`config.mk`:
```
export PLATFORM = sky130hd
export DESIGN_NAME = tog_trigger_gate
export DESIGN_NICKNAME = d
export VERILOG_FILES = /design/src/include/tog_pkg.sv /design/src/verilog/tog_trigger_gate.sv
export SDC_FILE = /design/constraint.sdc
export NUM_CORES = 1
export LEC_CHECK = 0
export BUFFER_PORTS_ARGS = -buffer_cell sky130_fd_sc_hd__buf_2
export CAP_MARGIN = 20
export CORE_ASPECT_RATIO = 1.25
export CORE_UTILIZATION = 60
export DETAILED_ROUTE_END_ITERATION = 12
export PLACE_DENSITY = 0.93
export SLEW_MARGIN = 20
export SYNTH_ARGS = -nofsm -noshare
export SYNTH_HDL_FRONTEND = slang
export SYNTH_SLANG_ARGS = --single-unit
```
`constraint.sdc`:
```
create_clock -name ref_clk -period 5.09 [get_ports ref_clk]
set_input_delay 0 -clock ref_clk [delete_from_list [all_inputs] [get_ports ref_clk]]
set_output_delay 0 -clock ref_clk [all_outputs]
set_load 0.03 [all_outputs]
```
`src/include/tog_pkg.sv`:
```
// Purpose: constants and carriers for trigger output gating
// Assumes: one 25 MHz clock, measurement cycle made by a divider
// Notes: register offsets are byte addresses on a plain port
package tog_pkg;
  // Register map
  localparam logic [7:0] ADDR_CTRL = 8'h00;
  localparam logic [7:0] ADDR_COUNT = 8'h04;
  localparam logic [7:0] ADDR_CMD = 8'h08;
  localparam logic [7:0] ADDR_STAT = 8'h0c;
  localparam logic [7:0] ADDR_WORD = 8'h10;
  // Control field positions
  localparam int CB_TRIG = 0;
  localparam int CB_KIND = 1;
  localparam int CB_POL = 3;
  localparam int CB_TERM = 4;
  localparam int CB_ALL = 5;
  localparam int CB_NETX = 6;
  localparam int CB_IF = 7;
  localparam int CTRL_W = 9;
  // Command bits
  localparam int CMD_SW = 0;
  localparam int CMD_RST = 1;
  // Trigger kinds and output interfaces
  localparam logic [1:0] KIND_LEVEL = 2'h0;
  localparam logic [1:0] KIND_EDGE = 2'h1;
  localparam logic [1:0] KIND_SW = 2'h2;
  localparam logic [1:0] IF_NET = 2'h0;
  localparam logic [1:0] IF_FB = 2'h2;
  // Reset values and count codes
  localparam logic [CTRL_W-1:0] CTRL_RST = 9'h000;
  localparam logic [13:0] COUNT_RST = 14'h0001;
  localparam logic [13:0] COUNT_STOP = 14'h0000;
  localparam logic [13:0] COUNT_CONT = 14'h3fff;
  localparam logic [13:0] EVT_RST = 14'h3fff;
  // Timing
  localparam int CLK_NS = 40;
  localparam int CYCLE_NS = 10000;
  localparam logic [15:0] CYCLE_DIV = 16'(CYCLE_NS / CLK_NS);
  localparam int PIPE_DEPTH = 4;

  typedef struct packed {
    logic wr;
    logic rd;
    logic [7:0] addr;
    logic [31:0] wdata;
  } tog_bus_t;

  typedef struct packed {
    logic [31:0] data;
    logic [17:0] status;
  } tog_meas_t;

  typedef struct packed {
    logic valid;
    logic avgValid;
    logic wordValid;
    logic [31:0] data;
    logic [17:0] status;
    logic [31:0] word;
  } tog_out_t;

  typedef struct packed {
    logic [1:0] posS;
    logic [1:0] negS;
    logic lvlClk;
    logic lvlPrev;
    logic edgePend;
    logic swPend;
    logic rstPend;
    logic [15:0] div;
    logic tickQ;
    logic [CTRL_W-1:0] ctrl;
    logic [13:0] count;
    logic [13:0] remain;
    logic cont;
    logic [PIPE_DEPTH-1:0] pGate;
    logic [PIPE_DEPTH-1:0] pStart;
    logic [13:0] evt;
    logic [13:0] valNext;
    logic [13:0] valShow;
    tog_out_t out;
    logic [31:0] rdata;
  } tog_state_t;
endpackage

```
`src/verilog/tog_trigger_gate.sv`:
```
// Purpose: gate measurement output by level, edge or software trigger
// Assumes: measurement input is valid at each cycle tick
// Notes: output reacts four measurement cycles after the trigger
`timescale 1ns/1ps
`default_nettype none
module tog_trigger_gate (
  // Clock and reset
  input wire logic ref_clk,
  input wire logic rstn,
  // Register port
  input wire tog_pkg::tog_bus_t bus,
  output logic [31:0] rdata,
  // Trigger pair
  input wire logic trigPos,
  input wire logic trigNeg,
  output logic termEn,
  // Measurement stream
  input wire tog_pkg::tog_meas_t meas,
  output logic cycleTick,
  output tog_pkg::tog_out_t out
);
  import tog_pkg::*;

  tog_state_t q;
  tog_state_t d;
  logic lvl;
  logic active;
  logic trigOn;
  logic [1:0] kind;
  logic [1:0] iface;
  logic startNow;
  logic gateNow;
  logic p3Gate;
  logic p3Start;
  logic passAll;
  logic mark;
  logic [13:0] vn;

  assign trigOn = q.ctrl[CB_TRIG];
  assign kind = q.ctrl[CB_KIND+:2];
  assign iface = q.ctrl[CB_IF+:2];
  assign lvl = q.posS[1] & ~q.negS[1];
  assign active = lvl == q.ctrl[CB_POL];
  assign p3Gate = q.pGate[PIPE_DEPTH-1];
  assign p3Start = q.pStart[PIPE_DEPTH-1];

  ////////////////////////////////////////////////////////////////////////
  always_comb begin
    d = q;
    startNow = 1'b0;
    gateNow = 1'b0;
    passAll = 1'b0;
    mark = 1'b0;
    vn = q.valNext;
    // Two flops before anything looks at the pins
    d.posS = {q.posS[0], trigPos};
    d.negS = {q.negS[0], trigNeg};
    d.lvlClk = lvl;
    // Divider gives the measurement cycle; rate never changes
    d.tickQ = q.div == CYCLE_DIV - 16'h0001;
    d.div = d.tickQ ? 16'h0000 : q.div + 16'h0001;
    if (q.tickQ) begin
      d.edgePend = 1'b0;
      d.swPend = 1'b0;
    end
    // Short edges are latched at clock rate; pending edge wins over clear
    if (lvl != q.lvlClk && active) begin
      d.edgePend = 1'b1;
    end
    case (kind)
      KIND_LEVEL: begin
        startNow = trigOn & active & ~q.lvlPrev;
        gateNow = active;
      end
      // A zero count refuses the start, so no event is counted either
      KIND_EDGE: begin
        startNow = trigOn & q.edgePend & (q.count != COUNT_STOP);
      end
      KIND_SW: begin
        startNow = trigOn & q.swPend & (q.count != COUNT_STOP);
      end
      default: begin
        startNow = 1'b0;
      end
    endcase
    if (kind == KIND_EDGE || kind == KIND_SW) begin
      gateNow = (startNow || q.cont || q.remain != 14'h0000) &&
                q.count != COUNT_STOP;
    end
    ////////////////////////////////////////////////////////////////////
    if (q.tickQ) begin
      d.lvlPrev = active;
      if (kind == KIND_EDGE || kind == KIND_SW) begin
        if (startNow) begin
          d.cont = q.count == COUNT_CONT;
          d.remain = d.cont ? 14'h0000 : q.count - 14'h0001;
        end else if (q.remain != 14'h0000) begin
          d.remain = q.remain - 14'h0001;
        end
        if (q.count == COUNT_STOP) begin
          d.cont = 1'b0;
          d.remain = 14'h0000;
        end
      end
      // Fixed four-stage delay keeps reaction latency constant
      d.pGate = {q.pGate[PIPE_DEPTH-2:0], gateNow & trigOn};
      d.pStart = {q.pStart[PIPE_DEPTH-2:0], startNow};
      if (p3Start) begin
        d.evt = q.rstPend ? 14'h0000 : q.evt + 14'h0001;
        d.rstPend = 1'b0;
        vn = 14'h0000;
      end
      if (p3Gate) begin
        d.valShow = vn;
        vn = vn + 14'h0001;
      end
      d.valNext = vn;
      // Fieldbus cannot carry the all-values marking
      passAll = ~trigOn || kind == 2'h3 ||
                (q.ctrl[CB_ALL] && iface != IF_FB);
      mark = trigOn & p3Gate;
      d.out.valid = p3Gate | passAll;
      d.out.avgValid = mark | ~trigOn;
      d.out.data = meas.data;
      d.out.status = {meas.status[17:16], mark, meas.status[14:0]};
      d.out.word = {mark, 1'b0, d.evt, 2'b00, d.valShow};
      d.out.wordValid = d.out.valid && q.ctrl[CB_NETX] && iface == IF_NET;
    end else begin
      d.out.valid = 1'b0;
      d.out.avgValid = 1'b0;
      d.out.wordValid = 1'b0;
    end
    ////////////////////////////////////////////////////////////////////
    if (bus.wr) begin
      case (bus.addr)
        ADDR_CTRL: begin
          d.ctrl = bus.wdata[CTRL_W-1:0];
        end
        ADDR_COUNT: begin
          d.count = bus.wdata[13:0];
        end
        ADDR_CMD: begin
          if (bus.wdata[CMD_SW]) begin
            d.swPend = 1'b1;
          end
          if (bus.wdata[CMD_RST]) begin
            d.rstPend = 1'b1;
          end
        end
        default: begin
          d.ctrl = d.ctrl;
        end
      endcase
    end
    d.rdata = 32'h0000_0000;
    if (bus.rd) begin
      case (bus.addr)
        ADDR_CTRL: d.rdata = 32'(q.ctrl);
        ADDR_COUNT: d.rdata = 32'(q.count);
        ADDR_STAT: d.rdata = 32'({q.rstPend, lvl, q.cont, q.remain != 14'h0000});
        ADDR_WORD: d.rdata = q.out.word;
        default: d.rdata = 32'h0000_0000;
      endcase
    end
  end

  ////////////////////////////////////////////////////////////////////////
  always_ff @(posedge ref_clk or negedge rstn) begin
    if (!rstn) begin
      q <= '0;
      q.ctrl <= CTRL_RST;
      q.count <= COUNT_RST;
      // Event count sits one below zero so the first event reads 0
      q.evt <= EVT_RST;
    end else begin
      q <= d;
    end
  end

  assign rdata = q.rdata;
  assign termEn = q.ctrl[CB_TERM];
  assign cycleTick = q.tickQ;
  assign out = q.out;
endmodule
`default_nettype wire

```
==> results.ini <==
[logic_synthesis]
synthMuxAreaShare = 0.09770
yosys.area_share.adder = 0.01437
synthSimpleGateAreaFrac = 0.1376
yosys_warnings = 0
synth_cell_types = 64
synth_top_area_cell = dfrtp_1
syn-cell-area_um2 = 10450
synth.yosys.seq_area_share = 0.5047
yosys.area_share.xor_xnor = 0.03436
synth_top_family_by_area = simple AND/OR/NAND/NOR gates
async_flop_share = 1.000
synth-compound-area-share = 0.09794
synth_edf_count = 0
synth_top_area_share = 0.4670
yosys_most_used_dff = dfrtp_1
syn_area_per_cell_um2 = 10.83
synth_seq_cells = 210
synth_cells = 965
ys_top_cells_by_area = dfrtp_1, buf_4, mux2_2

[global_routing]
track_usage = 0.2748
use_met2 = 0.4980
antenna_found_initial = 0
grt_pass1_vias = 7951
busiest_layer = met2
grt-ovfl-total = 0
grt_util_met3 = 0.04421
use_met1 = 0.3236
grt_pass1_wl_um = 39470
grt_max_degree = 150

[routing]
drt-initial-drc-count = 685
drcViolationCount = 0
wl_per_cell_um = 18.63
finalWirelength_um = 24680
viasPerCell = 6.041
postRouteAntennaNets = 0
vias = 8004
drtPass1Iterations = 7

[power_and_ir_drop]
switching_share = 0.2274
switchingPower_uw = 785.6
p_int_mw = 2.670
ir_worst_vdd_mv = 0.2269
p_leak_nw = 5.995
power.density_nw_per_um2 = 287.4
seqPwrFrac = 0.493
pwr-share-comb = 0.074
power_frac_clock = 0.433

[cells_and_area]
diodes = 0
layout_common_cells = dfrtp_1, buf_2, mux2_2, dlygate4sd3_1, nand2_1
fin_util = 0.7109
layout_commonest_cell = dfrtp_1
num-nets-final = 1198
fillCellCount = 1093
drive_above_1_share = 0.2887
finalInstanceArea_um2 = 12020
area_growth_pct = 15.04

[clocking]
root_buffer = clkbuf_16
cts_buffers = 21
cts_buffer_depth = 3
post_cts_resized = 0
clkLatencyLatePin_ns = 0.50
clock_sinks = 210
h-tree-depth = 1
clk_transition_reported_paths_ns = 0.06
cts_tree = done
cts_setup_buffers = 0

[sta]
min_period_over_period = 0.5375
setup_viol = 0
worst_pin_slew_ns = 1.029
fin_setup_tns_ns = 0
finalHoldViolations = 0
period_needed_ns = 2.736
maxSlewHeadroom = 0.3143
drv_slew = 0
clock.fmax_mhz = 365.5
finClkSkew_ns = 0.006050
rsz0062_at_grt = no

[floorplanning]
core_area_um2 = 16910
io_pins = 215
num_rows = 53
die_width_um = 120.0
die_h_um = 149.6
dieArea_um2 = 17950
initial_core_util = 0.6180

[setup_path]
critPathLaunch = q[228]
path_class = reg2reg
reg2reg_depth = 5
r2r_setup_slack_ns = 2.35
start_kind = flop
cp-end-kind = flop
critPathRequiredTime_ns = 5.44
critPathArrivalTime_ns = 3.08
reg2reg_to = q[176]
endpoint = q[176]
path_max_fanout = 9
rr_startpoint = q[228]

[placement]
dpl.hpwl_um = 15290
globalplace.congestion = 0.9002
portBuffers = 189
placed_cell_area_um2 = 10660

[flow_run]
drv_cap = 0

[hold_path]
hp-class = in2reg

[status]
status = completed

==> flip-flops by register name, indices dropped and copies added, names as in the netlist <==
signal	flops
out	68
rdata	29
p3Start	1
cycleTick	1
d	2
q	103
p3Gate	1
termEn	1
iface	2
kind	2
==> per-layer routing <==
metal	vias up	part of all wire	wire, um
met3	89	0.068	1681
li1	3536	-	-
met1	3944	0.37	9107
met2	435	0.53	13100
met4	0	0.032	790
met5	-	0	0
==> critical path: stages (launching register included) <==
cell     delay [ns]
dfrtp_1        0.36
nor2b_1        0.51
mux2i_1        0.55
o21ai_0        0.30
o21ai_1        0.66
o22ai_1        0.21
==> how the worst min path moves through the flow <==
| stage | from | end | slack, ns | cells after the start |
|---|---|---|---|---|
| after floorplan | rstn | cycleTick | -0.30 | 0 |
| after global placement | rstn | out[35] | 0.008 | 1 |
| after detailed placement | rstn | out[35] | 0.01 | 1 |
| after CTS | bus[35] | rdata[0] | 0.01 | 4 |
| after global routing | bus[38] | rdata[10] | 0.04 | 4 |
| final | bus[38] | rdata[10] | 0.03 | 4 |
==> Yosys cell counts (3+ instances only) <==
master       n
a22oi_1      7
clkbuf_1    37
a21oi_1     22
dfrtp_1    195
o211ai_1     7
dfstp_2     15
a22o_1      16
mux2_2      70
nor2_1      54
nor2b_1     11
o21ai_0     32
buf_2        5
o2111ai_1    3
a222oi_1     9
nor4b_1      3
and4_1       5
xnor2_1     23
or3_1        5
mux2_1      10
ha_1        12
o22ai_1      3
nor4_1      16
nor3_1      13
nand4_1     12
nand2b_1    11
nand2_1     66
and3_1      27
o21ai_1      7
buf_4      117
or4_1       10
a31oi_1      7
nand3_1     16
inv_1       30
o31ai_1     13
o2bb2ai_1    9
xor2_1      18
and2_1       4
mux2i_1     12
==> kinds of logic (layout without fill, tap and decap cells) <==
kind of cell / after synthesis / in the layout
mux: 92 / 92
xor+xnor: 41 / 41
flops: 210 / 210
fa+ha+maj: 12 / 12
simple gates: 270 / 270
other cells: 1 / 6
buf+inv: 192 / 327
compound gates: 147 / 147
==> layout make-up <==
cell class	count	area (um2)	share of cell area
clock buffers	33	610.6	0.05079
clock inverters	5	53.80	0.004475
inverters	30	112.6	0.009367
multi-input cells	568	4029	0.3351
flip-flops and latches	210	5278	0.4390
well taps	220	275.3	0.02290
repair buffers	259	1663	0.1383
==> what timing repair did <==
action                                  4_1_cts  5_1_grt
hold buffers                                 68        0
endpoints found under the setup margin        0        0
endpoints found under the hold margin       153        0
==> power groups by stage <==
stage                     logic [mW]  registers [mW]  clock network [mW]
final                          0.256            1.70                1.50
after global routing           0.279            1.70                1.58
after CTS                      0.249            1.70                1.52
after detailed placement       0.207            1.73                   0
after global placement         0.202            1.73                   0
after floorplan                0.125            1.72                   0
==> stage by stage <==
step	worst slack (ns)	hold WS [ns]	total power, mW	cells
finish	2.354	0.02811	3.455	1325
global route	2.131	0.03753	3.565	1325
floorplan	2.902	-0.2956	1.847	970
global placement	2.453	0.007825	1.931	1218
detailed placement	2.393	0.01307	1.937	1218
CTS	2.387	0.009780	3.474	1324
(Power assumes the default switching activity.)
